<file path="src/rtl/ptd_pkg.sv">
// Function
// - checker_timed_select 0 runs the checker continuously, 1 runs one timed measurement.
// - a timed measurement in progress aborts when the recovery loop loses lock.
// - generator works only while generator_on is 1; generator_on resets to 0.
// - generator enable does not override auto sleep, mute or disable.
// - gen_output_choice 1 gives PRBS7 (reset), 0 gives a divided generator clock.
// - gen_clock_source 0 is free oscillator, 3 is recovered clock, 1 and 2 reserved.
// - gen_clock_ratio codes 0..3 divide the generator clock by 2, 4, 8, 16.
// - gen_pattern_invert 0 sends true sense, 1 sends the pattern inverted.
// - gen_rate_select 1 MADI, 2 SD, 3 HD, 4 3G; others reserved; resets to 6.
// - with recovered clock source the rate field is ignored, recovery rate used.
// - while locked only the locked rate is valid; host selects only that rate.
// - dwell time is 32 bits, upper half in one register, lower in the next.
// - dwell value is microseconds spent counting errors per eye point.
// - each point is measured twice, so time per point is twice the dwell.
// - lower dwell register resets to 0x64, upper dwell register resets to 0.
// - timed check uses prescale 4 (code 0) doubling to 2048 (code 9) times interval.
package ptd_pkg;
    localparam logic [7:0] OFS_CHK_CFG = 8'h50;
    localparam logic [7:0] OFS_CHK_CTRL = 8'h51;
    localparam logic [7:0] OFS_GEN_CTRL = 8'h52;
    localparam logic [7:0] OFS_RESERVED_GAP_GAP = 8'h53;
    localparam logic [7:0] OFS_DWELL_HI = 8'h54;
    localparam logic [7:0] OFS_DWELL_LO = 8'h55;
    localparam int CHK_RUN_BIT = 0;
    localparam int CHK_TIMED_BIT = 8;
    localparam int CFG_IVL_LSB = 0;
    localparam int CFG_PRE_LSB = 8;
    localparam int GEN_RATE_LSB = 0;
    localparam int GEN_INV_BIT = 3;
    localparam int GEN_RATIO_LSB = 4;
    localparam int GEN_SRC_LSB = 6;
    localparam int GEN_CHOICE_BIT = 8;
    localparam int GEN_ON_BIT = 9;
    localparam logic [3:0] PRE_MAX_CODE = 4'h9;
    localparam logic [10:0] PRE_BASE = 11'h004;
    localparam logic [7:0] RST_IVL = 8'h03;
    localparam logic [3:0] RST_PRE = 4'h0;
    localparam logic [2:0] RST_RATE = 3'h6;
    localparam logic [15:0] RST_DWELL_HI = 16'h0000;
    localparam logic [15:0] RST_DWELL_LO = 16'h0064;
    localparam logic [1:0] SRC_OSC = 2'h0;
    localparam logic [1:0] SRC_RECOVERED = 2'h3;
    localparam logic [2:0] RATE_MADI = 3'h1;
    localparam logic [2:0] RATE_3G = 3'h4;
    localparam logic [6:0] PRBS_SEED = 7'h7f;
    localparam int CLK_PERIOD_NS = 8;
    localparam int US_NS = 1000;
    localparam int CYC_PER_US = (US_NS + CLK_PERIOD_NS - 1) / CLK_PERIOD_NS;
    localparam logic [6:0] US_TICK_LAST = 7'(CYC_PER_US - 1);

    typedef struct packed {
        logic wr;
        logic rd;
        logic [7:0] addr;
        logic [15:0] wdata;
    } ptd_req_t;

    typedef struct packed {
        logic valid;
        logic [15:0] rdata;
    } ptd_rsp_t;

    typedef struct packed {
        logic locked;
        logic [2:0] rate;
    } ptd_cdr_t;

    typedef enum logic [3:0] {
        CHK_IDLE = 4'b0001,
        CHK_RUN = 4'b0010,
        CHK_DONE = 4'b0100,
        CHK_ABORT = 4'b1000
    } ptd_chk_state_t;
endpackage : ptd_pkg

</file>
<file path="src/rtl/ptd_test_ctrl.sv">
module ptd_test_ctrl
(
    input wire logic clock,
    input wire logic rst_n,
    input wire ptd_pkg::ptd_req_t req,
    output ptd_pkg::ptd_rsp_t rsp,
    input wire ptd_pkg::ptd_cdr_t cdr,
    input wire logic osc_tick,
    input wire logic rec_tick,
    input wire logic auto_sleep,
    input wire logic auto_mute,
    input wire logic auto_disable,
    input wire logic chk_bit,
    input wire logic chk_bit_valid,
    output logic [15:0] chk_errors,
    output logic chk_busy,
    output logic chk_done,
    output logic chk_aborted,
    output logic gen_data,
    output logic gen_data_valid,
    output logic gen_drive,
    output logic [2:0] gen_rate,
    output logic gen_rate_ok,
    input wire logic eye_point_start,
    output logic eye_point_busy,
    output logic eye_point_done,
    output logic [31:0] eye_dwell_us
);
    import ptd_pkg::*;

    logic [7:0] ivl_reg;
    logic [3:0] pre_reg;
    logic timed_reg;
    logic run_reg;
    logic gen_on_reg;
    logic choice_reg;
    logic [1:0] src_reg;
    logic [1:0] ratio_reg;
    logic inv_reg;
    logic [2:0] rate_reg;
    logic [15:0] dwell_hi_reg;
    logic [15:0] dwell_lo_reg;
    logic [15:0] rdata_next;

    // register writes; reserved bits are not stored and read back as zero
    always_ff @(posedge clock)
    begin
        if (!rst_n)
        begin
            ivl_reg <= RST_IVL;
            pre_reg <= RST_PRE;
            timed_reg <= 1'b0;
            run_reg <= 1'b0;
            gen_on_reg <= 1'b0;
            choice_reg <= 1'b1;
            src_reg <= SRC_OSC;
            ratio_reg <= 2'h0;
            inv_reg <= 1'b0;
            rate_reg <= RST_RATE;
            dwell_hi_reg <= RST_DWELL_HI;
            dwell_lo_reg <= RST_DWELL_LO;
        end
        else if (req.wr)
        begin
            unique case (req.addr)
                OFS_CHK_CFG:
                begin
                    ivl_reg <= req.wdata[CFG_IVL_LSB +: 8];
                    pre_reg <= req.wdata[CFG_PRE_LSB +: 4];
                end
                OFS_CHK_CTRL:
                begin
                    timed_reg <= req.wdata[CHK_TIMED_BIT];
                    run_reg <= req.wdata[CHK_RUN_BIT];
                end
                OFS_GEN_CTRL:
                begin
                    gen_on_reg <= req.wdata[GEN_ON_BIT];
                    choice_reg <= req.wdata[GEN_CHOICE_BIT];
                    src_reg <= req.wdata[GEN_SRC_LSB +: 2];
                    ratio_reg <= req.wdata[GEN_RATIO_LSB +: 2];
                    inv_reg <= req.wdata[GEN_INV_BIT];
                    rate_reg <= req.wdata[GEN_RATE_LSB +: 3];
                end
                OFS_DWELL_HI: dwell_hi_reg <= req.wdata;
                OFS_DWELL_LO: dwell_lo_reg <= req.wdata;
                default:
                begin
                end
            endcase
        end
    end

    always_comb
    begin
        rdata_next = 16'h0000;
        unique case (req.addr)
            OFS_CHK_CFG:
            begin
                rdata_next[CFG_IVL_LSB +: 8] = ivl_reg;
                rdata_next[CFG_PRE_LSB +: 4] = pre_reg;
            end
            OFS_CHK_CTRL:
            begin
                rdata_next[CHK_TIMED_BIT] = timed_reg;
                rdata_next[CHK_RUN_BIT] = run_reg;
            end
            OFS_GEN_CTRL:
            begin
                rdata_next[GEN_ON_BIT] = gen_on_reg;
                rdata_next[GEN_CHOICE_BIT] = choice_reg;
                rdata_next[GEN_SRC_LSB +: 2] = src_reg;
                rdata_next[GEN_RATIO_LSB +: 2] = ratio_reg;
                rdata_next[GEN_INV_BIT] = inv_reg;
                rdata_next[GEN_RATE_LSB +: 3] = rate_reg;
            end
            OFS_DWELL_HI: rdata_next = dwell_hi_reg;
            OFS_DWELL_LO: rdata_next = dwell_lo_reg;
            default: rdata_next = 16'h0000;
        endcase
    end

    always_ff @(posedge clock)
    begin
        if (!rst_n)
        begin
            rsp <= '0;
        end
        else
        begin
            rsp.valid <= req.rd;
            rsp.rdata <= req.rd ? rdata_next : rsp.rdata;
        end
    end

    // checker: self-synchronising PRBS7 compare, x^7 + x^6 + 1
    logic [6:0] chk_hist_reg;
    logic chk_miss;
    ptd_chk_state_t chk_state_reg;
    logic [10:0] pre_cnt_reg;
    logic [7:0] ivl_cnt_reg;
    logic [10:0] pre_last;
    logic pre_wrap;
    logic [3:0] pre_code;
    logic chk_start;
    logic count_en;

    assign chk_miss = chk_bit ^ chk_hist_reg[6] ^ chk_hist_reg[5];
    // codes above 9 are not defined; clamp rather than overflow the prescaler
    assign pre_code = (pre_reg > PRE_MAX_CODE) ? PRE_MAX_CODE : pre_reg;
    assign pre_last = (PRE_BASE << pre_code) - 11'h001;
    assign pre_wrap = (pre_cnt_reg == pre_last);
    assign chk_start = timed_reg && run_reg && (chk_state_reg == CHK_IDLE);
    // continuous mode counts while idle; a timed result holds until the host clears it
    assign count_en = (chk_state_reg == CHK_RUN)
        || (!timed_reg && chk_state_reg == CHK_IDLE);

    always_ff @(posedge clock)
    begin
        if (!rst_n)
        begin
            chk_hist_reg <= 7'h00;
        end
        else if (chk_bit_valid)
        begin
            chk_hist_reg <= {chk_hist_reg[5:0], chk_bit};
        end
    end

    always_ff @(posedge clock)
    begin
        if (!rst_n)
        begin
            chk_state_reg <= CHK_IDLE;
        end
        else
        begin
            unique case (chk_state_reg)
                CHK_IDLE:
                begin
                    if (chk_start)
                    begin
                        chk_state_reg <= cdr.locked ? CHK_RUN : CHK_ABORT;
                    end
                end
                CHK_RUN:
                begin
                    if (!cdr.locked)
                    begin
                        chk_state_reg <= CHK_ABORT;
                    end
                    else if (pre_wrap && (ivl_cnt_reg + 8'h01 >= ivl_reg))
                    begin
                        chk_state_reg <= CHK_DONE;
                    end
                end
                CHK_DONE, CHK_ABORT:
                begin
                    if (!run_reg)
                    begin
                        chk_state_reg <= CHK_IDLE;
                    end
                end
                default: chk_state_reg <= CHK_IDLE;
            endcase
        end
    end

    always_ff @(posedge clock)
    begin
        if (!rst_n || chk_state_reg != CHK_RUN)
        begin
            pre_cnt_reg <= 11'h000;
            ivl_cnt_reg <= 8'h00;
        end
        else if (pre_wrap)
        begin
            pre_cnt_reg <= 11'h000;
            ivl_cnt_reg <= ivl_cnt_reg + 8'h01;
        end
        else
        begin
            pre_cnt_reg <= pre_cnt_reg + 11'h001;
        end
    end

    // saturating error count; frozen outside the run in timed mode
    always_ff @(posedge clock)
    begin
        if (!rst_n || chk_start)
        begin
            chk_errors <= 16'h0000;
        end
        else if (count_en && chk_bit_valid && chk_miss && chk_errors != 16'hffff)
        begin
            chk_errors <= chk_errors + 16'h0001;
        end
    end

    assign chk_busy = (chk_state_reg == CHK_RUN);
    assign chk_done = (chk_state_reg == CHK_DONE);
    assign chk_aborted = (chk_state_reg == CHK_ABORT);

    // generator: tick from the selected source; reserved sources never tick
    logic gen_tick;
    logic [6:0] lfsr_reg;
    logic [3:0] div_reg;
    logic pattern_bit;

    always_comb
    begin
        gen_tick = 1'b0;
        if (gen_on_reg)
        begin
            if (src_reg == SRC_OSC)
            begin
                gen_tick = osc_tick;
            end
            else if (src_reg == SRC_RECOVERED)
            begin
                gen_tick = rec_tick;
            end
        end
    end

    always_ff @(posedge clock)
    begin
        if (!rst_n || !gen_on_reg)
        begin
            lfsr_reg <= PRBS_SEED;
            div_reg <= 4'h0;
        end
        else if (gen_tick)
        begin
            // an all-zero state would lock up the sequence, so reseed it
            lfsr_reg <= (lfsr_reg == 7'h00) ? PRBS_SEED
                : {lfsr_reg[5:0], lfsr_reg[6] ^ lfsr_reg[5]};
            div_reg <= div_reg + 4'h1;
        end
    end

    // counter bit n toggles every 2^n ticks, so its period is 2^(n+1)
    assign pattern_bit = choice_reg ? lfsr_reg[6] : div_reg[ratio_reg];

    always_ff @(posedge clock)
    begin
        if (!rst_n)
        begin
            gen_data <= 1'b0;
            gen_data_valid <= 1'b0;
        end
        else
        begin
            gen_data <= pattern_bit ^ inv_reg;
            gen_data_valid <= gen_tick;
        end
    end

    // automatic sleep, mute and disable still take precedence over the pattern
    assign gen_drive = gen_on_reg && !auto_sleep && !auto_mute && !auto_disable;

    always_comb
    begin
        gen_rate = (src_reg == SRC_RECOVERED) ? cdr.rate : rate_reg;
        gen_rate_ok = (gen_rate >= RATE_MADI) && (gen_rate <= RATE_3G)
            && (!cdr.locked || gen_rate == cdr.rate);
    end

    // eye dwell timer: one point spans two passes of the programmed microseconds
    logic [6:0] us_div_reg;
    logic [32:0] us_cnt_reg;
    logic us_tick;

    assign eye_dwell_us = {dwell_hi_reg, dwell_lo_reg};
    assign us_tick = (us_div_reg == US_TICK_LAST);

    always_ff @(posedge clock)
    begin
        if (!rst_n || !eye_point_busy || us_tick)
        begin
            us_div_reg <= 7'h00;
        end
        else
        begin
            us_div_reg <= us_div_reg + 7'h01;
        end
    end

    always_ff @(posedge clock)
    begin
        if (!rst_n)
        begin
            eye_point_busy <= 1'b0;
            eye_point_done <= 1'b0;
            us_cnt_reg <= 33'h0_0000_0000;
        end
        else
        begin
            eye_point_done <= 1'b0;
            if (!eye_point_busy)
            begin
                us_cnt_reg <= 33'h0_0000_0000;
                eye_point_busy <= eye_point_start;
            end
            else if (us_tick)
            begin
                if (us_cnt_reg + 33'h0_0000_0001 >= {eye_dwell_us, 1'b0})
                begin
                    eye_point_busy <= 1'b0;
                    eye_point_done <= 1'b1;
                end
                us_cnt_reg <= us_cnt_reg + 33'h0_0000_0001;
            end
        end
    end
endmodule : ptd_test_ctrl
</file>
<file path="config.mk">
export PLATFORM = sky130hd
export DESIGN_NAME = ptd_test_ctrl
export DESIGN_NICKNAME = d
export VERILOG_FILES = /design/src/rtl/ptd_pkg.sv /design/src/rtl/ptd_test_ctrl.sv
export SDC_FILE = /design/constraint.sdc
export NUM_CORES = 1
export LEC_CHECK = 0
export BUFFER_PORTS_ARGS = -buffer_cell sky130_fd_sc_hd__buf_4
export CORE_AREA = 2 2 128 130
export CTS_CLUSTER_DIAMETER = 200
export DETAILED_ROUTE_END_ITERATION = 10
export DIE_AREA = 0 0 130 132
export PLACE_DENSITY = 0.81
export SKIP_LAST_GASP = 1
export SYNTH_ARGS = -nofsm -noshare
export SYNTH_HDL_FRONTEND = slang
export SYNTH_SLANG_ARGS = --single-unit
</file>
<file path="constraint.sdc">
create_clock -name clock -period 8.5 [get_ports clock]
set_input_delay 0.425 -clock clock [delete_from_list [all_inputs] [get_ports clock]]
set_output_delay 0.425 -clock clock [all_outputs]
set_load 0.01 [all_outputs]
</file>
# After elaboration in Yosys (flattened, before gate mapping)
# Cells that the tools add are included.
# Widths: inputs -> output; s select.
# totals
reg_bits	174
out_inout_bits	77
elab_cells	127
# op_classes
n_addsub	7
magnitude_cmp	6
eq_ne	18
n_shift	1
mux	25
bitwise_logic	4
n_reduce_logical	39
# op_table
operator	n
$eq 8x7->1 const B	5
$add 33x1->33 const B	1
$ge 33x33->1	1
$pmux 7 s4	1
$mux 4	6
$add 16x1->16 const B	1
$ne 16x16->1 const B	1
$logic_and 1x1->1	12
$pmux 4 s3	1
$reduce_and 2->1	6
$add 11x1->11 const B	1
$eq 11x11->1	1
$shl 3x4->11 const A	1
$sub 11x1->11 const B	1
$pmux 1 s5	2
$mux 1	9
$add 8x1->8 const B	1
$ge 8x8->1	1
$logic_not 1->1	8
$pmux 4 s2	1
$add 7x1->7 const B	1
$eq 7x7->1 const B	1
$logic_not 7->1	1
$logic_or 1x1->1	7
other kinds (23)	29

# Longest topological paths before layout
# Gate-level depths: netlist of run 1.
# depth
ltp_word	9
ltp_mapped	16
mapped_depth_nobuf	13

# Least setup slack after synthesis of run 1
# Ideal clock, no wire load.
# synth_timing
kind	register to register
start	register us_cnt_reg[0]
end	register eye_point_busy
arrival_ns	3.290
required_ns	8.442
path_slack_ns	5.152
stages_incl_launch_ff	17
path_buffers	3
synth_period_minus_slack_ns	3.348
path_cell_list	dfxtp_1 > ha_1 > nand3_2 > or2_1 > buf_6 > or3_4 > buf_6 > buf_6 > nor2_1 > xor2_1 > ha_1 > a211oi_1 > o221ai_1 > a221oi_1 > o21ai_0 > a41oi_1 > o221a_2
# synth_via
elab_chain_cells	5
# synth_rtl
item	line_no	text
from (decl)	ptd_test_ctrl.sv:311	logic [32:0] us_cnt_reg;
from (signal assigned)	ptd_test_ctrl.sv:352	us_cnt_reg <= us_cnt_reg + 33'h0_0000_0001;
$add 33x1->33	ptd_test_ctrl.sv:347	if (us_cnt_reg + 33'h0_0000_0001 >= {eye_dwell_us, 1'b0})
$ge 33x33->1	ptd_test_ctrl.sv:347	
$mux 1	ptd_test_ctrl.sv:347	
$mux 1	ptd_test_ctrl.sv:345	else if (us_tick)
$mux 1	ptd_test_ctrl.sv:340	if (!eye_point_busy)
to (signal assigned)	ptd_test_ctrl.sv:343	eye_point_busy <= eye_point_start;
to (decl)	ptd_test_ctrl.sv:25	output logic eye_point_busy,
# No other way between the ends.
# A chain may end at the register's enable or synchronous reset.

# Worst setup path after layout of run 1
# Same ends and word-level chain as after synthesis.

==> impl_summary.md, run 1 <==
Placed design
The total cell area at the placement stage is around 10000 um^2. The placed wire-length estimate after detailed placement is 16900 um. The placer congestion estimate is 0.859.

Prior to clock tree synthesis, the placed netlist has a worst setup slack of 4990 ps. Port buffering added 116 buffers.

STA
Setup violations remaining at the end of the flow were counted as 0. The final-report hold violation count is 0. The routed design could run at a clock period as short as 3560 ps.

In the final timing run, aggregate negative setup slack is 0 ps. The max-slew violation count is 0. In the post-route analysis, the smallest setup slack over all paths is 4940 ps. For the pin with the worst max-slew slack, the measured transition is 1210 ps. Setup repair after global routing left no endpoint under its margin. Of the available clock period, the critical path in the final layout requires 0.419. The worst pin sits at a relative slew slack of 0.194.

Clock skew on the completed layout was measured at 7.53 ps. The highest attainable clock frequency is 281 MHz.

Pwr
Of the total power, combinational logic draws 0.038. For this design the ratio of total power to cell area is 154 nW/um^2. The maximum ir drop on the vdd rail is 0.000146 V. The switching part of the total is 0.229. Internal power comes to 0.00129 W. The total net switching power is 0.000385 W.

The sequential share of power is 0.491. The part of the total power dissipated in the clock network is 0.471. The leakage power total is 4.23 nW.

Logic synthesis
The share of the yosys chip area belonging to registers is 0.372. After synthesis, the share of flip-flops with an asynchronous set or reset is 0. Yosys attributes the largest share of cell area to sky130_fd_sc_hd__dfxtp_1 (37%), sky130_fd_sc_hd__nand2_1 (7.0%), sky130_fd_sc_hd__ha_1 (6.4%). The total nets after synthesis is 1215.

The number of cells produced by synthesis is 1127. The fraction of post-synthesis cell area in the top cell type by area is 0.372. A synthesized cell averages 8.31 um^2. The number of warnings reported in the yosys synthesis log is 0. The netlist uses between 60 and 70 different library cells. The top cell type by total area after synthesis is sky130_fd_sc_hd__dfxtp_1. The number of synthesized flops with an enable pin is 0. In this run, synthesis produced a sequential element count of approximately 170.

In the synthesized netlist the dominant register cell turns out to be sky130_fd_sc_hd__dfxtp_1. The cell area that synthesis handed to floorplanning was 9370 um^2. By count the netlist is led by sky130_fd_sc_hd__dfxtp_1 (174), sky130_fd_sc_hd__nand2_1 (174), sky130_fd_sc_hd__nor2_1 (92).

Worst setup path
Along the worst path, the maximum fanout reaches 14. The worst endpoint data arrival time is 3950 ps. The critical path data required time is 8880 ps. The largest single stage delay on the critical path is 540 ps. The slowest stage of the critical path is the sky130_fd_sc_hd__or3_4 cell. The most prevalent standard cell on the critical path is sky130_fd_sc_hd__ha_1. The critical path starts at us_cnt_reg[0]$_SDFFE_PN0P_. The type of the setup path with the least slack is flop to flop. STA classifies the critical path endpoint as a flop. The startpoint identified for the worst register-to-register timing path is us_cnt_reg[0]$_SDFFE_PN0P_. The critical path goes through ha_1 -> nand3_2 -> or2_1 -> or3_4 -> nor2_1 -> xor2_1 -> ha_1 -> a211oi_1 -> o221ai_1 -> a221oi_1 -> o21ai_0 -> a41oi_1 -> o221a_2. The kind of launch point of the worst setup path is a flop.

Die
In this run the horizontal extent of the chip is 130 um. The floorplan core area is 15700 um^2. Measured along the y axis, the die boundary spans between 100 and 150 um. In this run the core area contains 46 standard-cell rows.

The die covers 17200 um^2. The starting utilization of the core area is 0.596. 117 I/O pins were placed.

Drt
The post-detailed-route count of antenna-violating nets is 0. The final route contains roughly 8300 vias. For this block, the initial DRC count from the detailed router was between 800 and 900. The number of search-and-repair iterations in the first detailed-routing pass is 7. The routed length per placed instance is between 15 and 20 um. The post-route DRC violation count is 0. In the routed layout, each cell is associated on average with a via count of 5.79. The overall routed net length is around 24000 um.

Clocking
CTS built an H-tree with a depth of 4. The number of buffers inserted by post-CTS setup repair is 0. The clock latency of the later-clocked register in the worst-skew pair is 440 ps.

The number of gates resized after cts is 0. The CTS sink count is about 170. The CTS clock-pin slew for the worst setup and hold paths is 70 ps. Hold repair after CTS inserted 0 buffers. The master cell of the clock root buffer is sky130_fd_sc_hd__clkbuf_16. The TritonCTS clock tree is done. Clock tree synthesis inserted a total of 17 buffers. The worst-case clock buffer depth is 2.

GRT
The total congestion overflow after global routing is 0. The initial antenna violation count is 0. Across every metal layer, demand over resource in global routing totals 0.277. The first-pass GRT wire length is 38000 um. The largest net degree at the start of global routing is 88. The number of global-route vias before repair is 7562.

Outcome
The flow ran to the end, and the final reports show no timing, DRC or antenna violations.

Finish
The final net count is ~1300. The filler cells instantiated in the layout total 1266. 0 antenna diodes ended up in the layout.

The post-layout instance area is 10900 um^2. The register with the most flip-flops in the layout has 33 of them. The area growth from synthesis to layout is 16.4%. Of the cells placed in the final design, the portion with a size suffix greater than 1 is 0.152.

Min path
The worst hold path belongs to the class input pin to flop. The beginning of the worst hold path is req[1].

Run
Across the run, the number of max-cap violations was 0.
-- per-stage QoR --
step / hold WS (ps) / instances / total power, W / util
floorplan: 442 / 1127 / 0.000872 / -
global placement: 459 / 1407 / 0.000904 / 0.656
detailed placement: 469 / 1407 / 0.000905 / 0.656
CTS: 250 / 1439 / 0.00168 / 0.694
global route: 266 / 1439 / 0.00172 / 0.694
finish: 257 / 1439 / 0.00168 / 0.694
-- worst paths after layout --
path,slack (ps),cells past startpoint,end
max,4940,13,eye_point_busy$_SDFF_PN0_
min,260,3,rate_reg[1]$_SDFFE_PN1P_
max reg2reg,4940,13,eye_point_busy$_SDFF_PN0_
min reg2reg,480,1,rsp[12]$_SDFFE_PN0P_
-- kinds of logic (layout without fill, tap and decap cells) --
kind of cell             count (synthesis)  count (layout)  synth area share
multiplexers                            20              20            0.0231
adder cells (fa/ha/maj)                 48              48            0.0641
AND/OR/NAND/NOR                        477             477             0.248
flip-flops                             174             174             0.372
AO/OA/AOI/OAI                          184             184             0.140
XOR/XNOR                               108             108             0.103
buffers and inverters                  116             212            0.0505
-- power groups by stage --
stage	registers [W]	logic, W	clock network (W)
after floorplan	0.000842	0.0000304	0
after global placement	0.000841	0.0000624	0
after detailed placement	0.000841	0.0000633	0
after CTS	0.000823	0.0000634	0.000794
after global routing	0.000823	0.0000687	0.000824
final	0.000823	0.0000639	0.000790
-- layout make-up --
cell class                      count  area [um^2]  share of cell area
Sequential cell                   174         3480               0.319
Clock buffer                       18          439              0.0403
Timing Repair Buffer              123          923              0.0847
Multi-Input combinational cell    837         5420               0.497
Clock inverter                     14          158              0.0145
Inverter                           57          214              0.0196
Tap cell                          216          270              0.0248
-- per-layer routing --
layer,share of wire,global-route usage,up-vias
met1,0.44,0.383,3885
li1,-,-,4056
met3,0.086,0.0576,44
met5,0,0,-
met4,0.020,0.0920,0
met2,0.46,0.431,345
-- cell usage in the layout, fill, tap and decap left out, drive strengths merged, types with 5 or more instances in the layout --
cell type    n
buf        123
a22o         8
or2          5
xor2        53
nor4         6
o21ai       22
a21oi       34
a211oi       7
mux2i       16
a22oi        6
xnor2       54
and4         5
nor4b        5
a21o         5
nand4       22
nand3       64
clkinvlp     6
nor2        93
a222oi       9
nand2      174
and2        10
o22ai       11
dfxtp      174
and3        16
ha          48
clkbuf      18
a21boi      47
nand2b       7
or4          8
nor3        26
inv         61
o31ai        9
or3         12
nor2b       17
-- worst max-delay path: cells and delay by family, from the launching register on --
family / cells / cell delay, ps
flops: 1 / 410
simple gates: 4 / 1190
compound gates: 6 / 1230
fa+ha+maj: 2 / 520
xor+xnor: 1 / 160
Power figures use the tool's default switching activity.
==> inputs of run 2 (changes only) <==
--- a/config.mk
+++ b/config.mk
@@ -6,11 +6,11 @@
 export NUM_CORES = 1
 export LEC_CHECK = 0
 export BUFFER_PORTS_ARGS = -buffer_cell sky130_fd_sc_hd__buf_4
-export CORE_AREA = 2 2 128 130
+export CORE_AREA = 2 2 136 138
 export CTS_CLUSTER_DIAMETER = 200
 export DETAILED_ROUTE_END_ITERATION = 10
-export DIE_AREA = 0 0 130 132
-export PLACE_DENSITY = 0.81
+export DIE_AREA = 0 0 138 140
+export PLACE_DENSITY = 0.76
 export SKIP_LAST_GASP = 1
 export SYNTH_ARGS = -nofsm -noshare
 export SYNTH_HDL_FRONTEND = slang
==> constraint.sdc (replaced) <==
create_clock -name clock -period 3.25 [get_ports clock]
set_input_delay 0.1625 -clock clock [delete_from_list [all_inputs] [get_ports clock]]
set_output_delay 0.1625 -clock clock [all_outputs]
set_load 0.01 [all_outputs]
==> impl_summary.md, run 2 (synthesis gave the netlist of run 1 again) <==
GRT
The total congestion overflow after global routing came to 0 (unchanged). The number of global-route vias before repair is 7713 (+2.0%). The first-pass GRT wire length is 38800 um (+2.1%).

The largest net degree at the start of global routing is 47 (-47%). The initial antenna violation count is 0 (unchanged). The combined global-route utilization of all metal layers came to 0.244 (-0.0328).

Placed design
The total instance count after detailed placement was 1445 (+2.7%). The count of buffers from port buffering is 116 (unchanged). The placer congestion estimate is 0.869 (+1.2%).

The placed wire-length estimate after detailed placement is 17500 um (+3.7%). The worst setup slack after placement came to -15.7 ps (-5010 ps).

Clocking
TritonCTS built the clock tree. The CTS sink count is 174 (unchanged). The clock latency of the later-clocked register in the worst-skew pair is 420 ps (-20 ps). The worst-case clock buffer depth is 2 (unchanged). The tree is rooted in a sky130_fd_sc_hd__clkbuf_16. The CTS clock-pin slew for the worst setup and hold paths was 70 ps (about the same). The depth of the CTS H-tree was 4 (unchanged). The TritonCTS buffer count is 17 (unchanged).

Finish
Leaving out fill and tap cells, the most frequent cell in the layout is sky130_fd_sc_hd__nand2_1. From synthesis to final layout, the design area changed by 19.5%. The library cells used most frequently in the layout, excluding fill and tap cells, are sky130_fd_sc_hd__nand2_1 (174), sky130_fd_sc_hd__dfxtp_1 (169), sky130_fd_sc_hd__buf_4 (149). The final net count is 1326 (+2.2%).

The number of flip-flops under the largest register name came to 33 (unchanged). The number of diodes added for antenna fixing is 0 (unchanged). The number of standard cells in the layout, taps in and fillers out is 1480 (+2.8%). The filler cell count in the final layout is 1554 (+23%). The fraction of layout instances using a drive strength above 1 is 0.183 (+0.0310).

Worst setup path
The worst setup path is captured at a flop. In this run the critical register-to-register path is launched from us_cnt_reg[18]$_SDFFE_PN0P_. Traced cell by cell, the critical path runs through nand4_1 -> or3_4 -> or3_4 -> nor2_2 -> xor2_1 -> ha_1 -> nand4_1 -> o221ai_1 -> a221oi_2 -> o21ai_1 -> a41oi_2 -> o221a_2. The slowest stage of the critical path is the sky130_fd_sc_hd__or3_4 cell. The critical path data required time is 3620 ps (-5260 ps). The depth of the worst register-to-register path is 12 (-1). The worst setup path is of the flop to flop kind.

The peak fanout along the critical path is 5 (-9). Following the worst setup path forward leads to its endpoint at eye_point_busy$_SDFF_PN0_. STA classifies the critical path startpoint as a flop.

The worst endpoint data arrival time was 3550 ps (-400 ps). In this run the critical register-to-register path is captured at eye_point_busy$_SDFF_PN0_. The register-to-register path setup slack came to 60 ps (-4870 ps). The longest individual stage delay on the worst path is 440 ps (-100 ps). The worst setup path startpoint is us_cnt_reg[18]$_SDFFE_PN0P_.

Run
The max-cap violation count came to 0 (unchanged).

Drt
The number of violations reported at the end of detailed-routing iteration 0 is 841 (-6.3%). The number of search-and-repair iterations in the first detailed-routing pass is 5 (-2). The detailed-route vias per instance is 5.69 (-1.7%). The post-detailed-route count of antenna-violating nets came to 0 (unchanged).

The post-route DRC violation count is 0 (unchanged). The via total after detailed routing is 8419 (+1.1%). The overall routed net length is 24100 um (+1.5%). The routed length per placed instance is 16.3 um (-1.3%).

STA
The minimum clock period after layout came to 3190 ps (-376 ps). The final-report hold violation count is 0 (unchanged). The slew of the pin with the lowest slew margin is 1200 ps (-10.1 ps). The final count of negative-setup-slack endpoints was 0 (unchanged). The post-route clock period utilization is 0.980 (+0.561). Setup repair after global routing could not meet its margin everywhere. The final worst clock skew is 10.6 ps (+3.05 ps). The highest attainable clock frequency is 314 MHz (+12%). The final critical-path setup slack is 64.4 ps (-4870 ps).

The setup TNS after final layout is 0 ps (unchanged). The tightest slew margin relative to the limit is 0.201 (+0.00673). The max-slew violation count is 0 (unchanged).

Pwr
The leakage power total came to 4.38 nW (+3.5%). The overall power of the completed layout was 0.00435 W (+160%). The part of the total power dissipated in the clock network is 0.466 (-0.005). The sequential share of power was 0.495 (+0.004). The total net switching power is 0.000974 W (+150%).

The internal power of the cells came to 0.00338 W (+160%). The switching part of the total is 0.224 (-0.00557). The portion of total power attributed to combinational logic is 0.039 (about the same). The maximum ir drop on the vdd rail came to 0.000377 V (+160%). The total power per unit cell area is 389 nW/um^2 (+150%).

Die
The die extent in x was 138 um (+6.2%). The I/O pin count came to 117 (unchanged). The floorplan core area is 17800 um^2 (+13%). The die outline height is 140 um (+6.1%). The starting utilization of the core area is 0.527 (-0.0693). The area enclosed by the die boundary came to 19300 um^2 (+13%). The number of placement rows is 49 (+6.5%).

Outcome
The flow ran to the end, and the final reports show no timing, DRC or antenna violations.

Min path
The classification of the worst-slack hold path is input pin to flop.
run 2: cell types whose count changed in the layout (fill, tap and decap cells not counted), sizes merged:
cell,before,now
dlygate4sd3,0,1
or3,12,13
buf,123,149
clkinvlp,6,4
clkbuf,18,20
run 2: routing by layer:
metal	GRT usage	part of all wire	wire (um)
met4	0.0789	0.025	611
met1	0.335	0.45	10800
met5	0	0	0
met2	0.386	0.45	10900
met3	0.0520	0.071	1710
run 2: power by group through the flow:
stage	registers [W]	logic (W)	clock network (W)
final	0.00215	0.000170	0.00203
after global routing	0.00215	0.000184	0.00216
after detailed placement	0.00220	0.000167	0
after global placement	0.00220	0.000165	0
after CTS	0.00215	0.000168	0.00206
after floorplan	0.00220	0.0000794	0
run 2: worst min path at each step:
| stage | startpoint | end | slack, ps | cells after the start |
|---|---|---|---|---|
| floorplan | req[1] | rate_reg[1]$_SDFFE_PN1P_ | 290 | 2 |
| global placement | req[1] | rate_reg[1]$_SDFFE_PN1P_ | 420 | 3 |
| detailed placement | req[1] | rate_reg[1]$_SDFFE_PN1P_ | 430 | 3 |
| CTS | req[15] | dwell_hi_reg[15]$_SDFFE_PN0P_ | 1 | 3 |
| global route | eye_point_start | eye_point_busy$_SDFF_PN0_ | 20 | 2 |
| finish | req[15] | dwell_hi_reg[15]$_SDFFE_PN0P_ | 10 | 3 |
run 2: critical path: cells and delay by family (launching register included):
family	cells	cell delay (ps)
AO/OA/AOI/OAI	5	1000
XOR/XNOR	1	190
adder cells (fa/ha/maj)	1	300
flip-flops	1	350
AND/OR/NAND/NOR	5	1280
run 2: final cells by class:
type	instances	area [um^2]	share of cell area
timing repair buffer	150	1130	0.101
inverter	57	214	0.0191
sequential	174	3490	0.312
clock inverter	12	135	0.0121
multi-input combinational	838	5500	0.491
clock buffer	20	447	0.0399
tap	229	287	0.0256
run 2: what timing repair did:
action	4_1_cts	5_1_grt
gates cloned	0	1
hold buffers	1	0
pin swaps	0	2
hold endpoints to repair	1	0
setup buffers	0	1
resized for setup	1	12
endpoints found under the setup margin	1	16
run 2: stage by stage:
| step | utilization | cell area [um^2] | hold slack (ps) |
|---|---|---|---|
| after floorplan | - | 9390 | 286 |
| after global placement | 0.593 | 10500 | 419 |
| after detailed placement | 0.593 | 10500 | 426 |
| after CTS | 0.626 | 11100 | 1.23 |
| after global routing | 0.630 | 11200 | 19.2 |
| final | 0.630 | 11200 | 14.8 |
==> inputs of run 3 (changes only) <==
--- a/config.mk
+++ b/config.mk
@@ -6,11 +6,10 @@
 export NUM_CORES = 1
 export LEC_CHECK = 0
 export BUFFER_PORTS_ARGS = -buffer_cell sky130_fd_sc_hd__buf_4
-export CORE_AREA = 2 2 136 138
+export CORE_AREA = 2 2 169 171
 export CTS_CLUSTER_DIAMETER = 200
 export DETAILED_ROUTE_END_ITERATION = 10
-export DIE_AREA = 0 0 138 140
-export PLACE_DENSITY = 0.76
+export DIE_AREA = 0 0 171 173
 export SKIP_LAST_GASP = 1
 export SYNTH_ARGS = -nofsm -noshare
 export SYNTH_HDL_FRONTEND = slang
==> impl_summary.md, run 3 (synthesis gave the netlist of run 1 again) <==
Outcome
The run finished with clean final reports.

STA
The final critical-path setup slack came to 101 ps (+36.1 ps). The final count of negative-setup-slack endpoints is 0 (unchanged). The final-report hold violation count was 0 (unchanged). The setup TNS after final layout is 0 ps (unchanged).

The max-slew violation count is 0 (unchanged). The highest attainable clock frequency is 318 MHz (+1.1%). The minimum clock period after layout came to 3150 ps (-36.1 ps). The slew of the pin with the lowest slew margin is 659 ps (-537 ps). Setup repair after global routing could not meet its margin everywhere. The final worst clock skew is 11.6 ps (+1.03 ps). The tightest slew margin relative to the limit is 0.557 (+0.356). The post-route clock period utilization was 0.969 (-0.0111).

Worst setup path
The critical path data required time is 3570 ps (-50 ps). The peak fanout along the critical path came to 8 (+3). The worst register-to-register path ends at eye_point_busy$_SDFF_PN0_. STA classifies the critical path startpoint as a flop. The worst flop-to-flop path startpoint is us_cnt_reg[16]$_SDFFE_PN0P_. The register-to-register path setup slack is 100 ps (+40 ps).

The destination of the critical timing path is eye_point_busy$_SDFF_PN0_. The category of the worst setup path capture point is a flop. The critical path is of the flop to flop type.

Tracing the worst setup path back leads to its startpoint at us_cnt_reg[16]$_SDFFE_PN0P_. The worst endpoint data arrival time is 3470 ps (-80 ps). The depth of the worst register-to-register path is 13 (+1).

Pwr
The portion of total power attributed to combinational logic is 0.041 (+0.002). The internal power of the cells was 0.00329 W (-2.7%). The part of the total power dissipated in the clock network is 0.462 (-0.004). The maximum ir drop on the vdd rail was 0.000252 V (-33%). The total power per unit cell area was 379 nW/um^2 (-2.5%). The leakage power total is 4.42 nW (+0.86%).

The switching part of the total is 0.240 (+0.0166). The sequential share of power is 0.497 (+0.002). The total net switching power was 0.00104 W (+6.8%).

Placed design
The placed wire-length estimate after detailed placement was 19000 um (+8.5%). The total cell area at the placement stage was 10800 um^2 (+2.2%). The worst setup slack after placement was 46.7 ps (+62.5 ps). The count of buffers from port buffering is 116 (unchanged). The placer congestion estimate was 0.839 (-3.5%). The total instance count after detailed placement is 1600 (+11%).

Clocking
TritonCTS built the clock tree. The CTS sink count is 174 (unchanged). The depth of the CTS H-tree is 4 (unchanged). The worst-case clock buffer depth is 2 (unchanged). The clock latency of the later-clocked register in the worst-skew pair is 430 ps (about the same). The CTS clock-pin slew for the worst setup and hold paths is 70 ps (about the same). Clock tree synthesis selected as its root buffer the cell sky130_fd_sc_hd__clkbuf_16. The TritonCTS buffer count is 17 (unchanged).

Drt
The overall routed net length was 25600 um (+6.3%). The number of violations reported at the end of detailed-routing iteration 0 came to 605 (-28%). The via total after detailed routing was 8355 (-0.76%).

The number of search-and-repair iterations in the first detailed-routing pass is 7 (+2). The post-detailed-route count of antenna-violating nets is 0 (unchanged). The detailed-route vias per instance is 5.11 (-10%).

The routed length per placed instance is 15.7 um (-3.8%). The post-route DRC violation count is 0 (unchanged).

Die
The starting utilization of the core area is 0.339 (-0.188). The I/O pin count came to 117 (unchanged). The floorplan core area came to 27600 um^2 (+55%).

The area enclosed by the die boundary is 29600 um^2 (+53%). The number of placement rows is 61 (+24%). The die extent in x is 171 um (+24%). The die outline height was 173 um (+24%).

Finish
The final net count came to 1334 (+0.60%). The post-layout instance area came to 11400 um^2 (+2.0%). The number of flip-flops under the largest register name is 33 (unchanged). The fraction of layout instances using a drive strength above 1 is 0.183 (-0.000224). The area growth from synthesis to layout is 21.9%. The number of standard cells in the layout, taps in and fillers out is 1636 (+11%). The number of diodes added for antenna fixing was 0 (unchanged).

The filler cell count in the final layout came to 2856 (+84%). The most common library cell in the layout ignoring fill and taps is sky130_fd_sc_hd__nand2_1. In the layout the commonest cells are sky130_fd_sc_hd__nand2_1 (174), sky130_fd_sc_hd__dfxtp_1 (172), sky130_fd_sc_hd__buf_4 (155).

GRT
The global-route track usage on met2 was 0.271 (-0.115). The number of global-route vias before repair was 7647 (-0.86%). The total congestion overflow after global routing is 0 (unchanged). The largest net degree at the start of global routing was 47 (unchanged). The first-pass GRT wire length is 41200 um (+6.1%).

The routing layer with the top usage in global route is met2. The combined global-route utilization of all metal layers is 0.174 (-0.0705). The initial antenna violation count is 0 (unchanged). The met3 track demand over resource is 0.0311 (-0.0208). The met1 usage is 0.250 (-0.0851).

Run
The max-cap violation count is 0 (unchanged).

Min path
The classification of the worst-slack hold path is input pin to flop. The instance count along the most critical hold path came to 3 (unchanged).
## run 3: what timing repair did
item	CTS	global route
hold buffers	4	0
setup endpoints to repair	0	10
buffers inserted	0	1
endpoints found under the hold margin	5	0
resized for setup	0	8
## run 3: how the worst min path moves through the flow
stage | startpoint | to | slack [ps]
2_1_floorplan | req[1] | rate_reg[1]$_SDFFE_PN1P_ | 290
3_3_place_gp | req[2] | rate_reg[2]$_SDFFE_PN1P_ | 420
3_5_place_dp | req[2] | rate_reg[2]$_SDFFE_PN1P_ | 420
4_1_cts | osc_tick | gen_data_valid$_SDFF_PN0_ | 2
5_1_grt | osc_tick | gen_data_valid$_SDFF_PN0_ | 10
6_report | osc_tick | gen_data_valid$_SDFF_PN0_ | 10
## run 3: through the flow
step / util / hold WS [ps] / total power [W]
4_1_cts: 0.411 / 2.09 / 0.00437
3_3_place_gp: 0.390 / 423 / 0.00237
3_5_place_dp: 0.390 / 424 / 0.00237
2_1_floorplan: - / 286 / 0.00228
6_report: 0.413 / 11.8 / 0.00433
5_1_grt: 0.413 / 11.6 / 0.00447
## run 3: area by class of cell
class                      instances  area [um^2]  share of cell area
clock buffer                      17          425              0.0373
clock inverter                    14          133              0.0116
multi-input combinational        837         5480               0.480
sequential                       174         3490               0.305
tap                              378          473              0.0414
timing repair buffer             159         1200               0.105
inverter                          57          214              0.0187
## run 3: power by group through the flow
stage	Combinational, W	Clock [W]	Sequential (W)
2_1_floorplan	0.0000794	0	0.00220
3_3_place_gp	0.000170	0	0.00220
3_5_place_dp	0.000172	0	0.00220
4_1_cts	0.000176	0.00204	0.00215
5_1_grt	0.000192	0.00212	0.00215
6_report	0.000175	0.00200	0.00215
## run 3: critical path: stages, from the launching register on
cell and delay (ps):
sky130_fd_sc_hd__dfxtp_1 330, sky130_fd_sc_hd__nand4_1 150, sky130_fd_sc_hd__or3_1 420, sky130_fd_sc_hd__or3_4 470
sky130_fd_sc_hd__buf_4 180, sky130_fd_sc_hd__nor2_2 100, sky130_fd_sc_hd__nand3_1 100, sky130_fd_sc_hd__xnor2_1 160
sky130_fd_sc_hd__ha_1 300, sky130_fd_sc_hd__and4_1 240, sky130_fd_sc_hd__o21ai_0 110, sky130_fd_sc_hd__o21ai_1 170
sky130_fd_sc_hd__a41oi_2 70, sky130_fd_sc_hd__o221a_2 250
## run 3: routing by layer
layer  part of all wire  wire (um)  up-vias
met1               0.48      12200     4000
met3              0.060       1530       18
met5                  0          0        -
li1                   -          -     4128
met2               0.45      11600      209
met4             0.0091        234        0
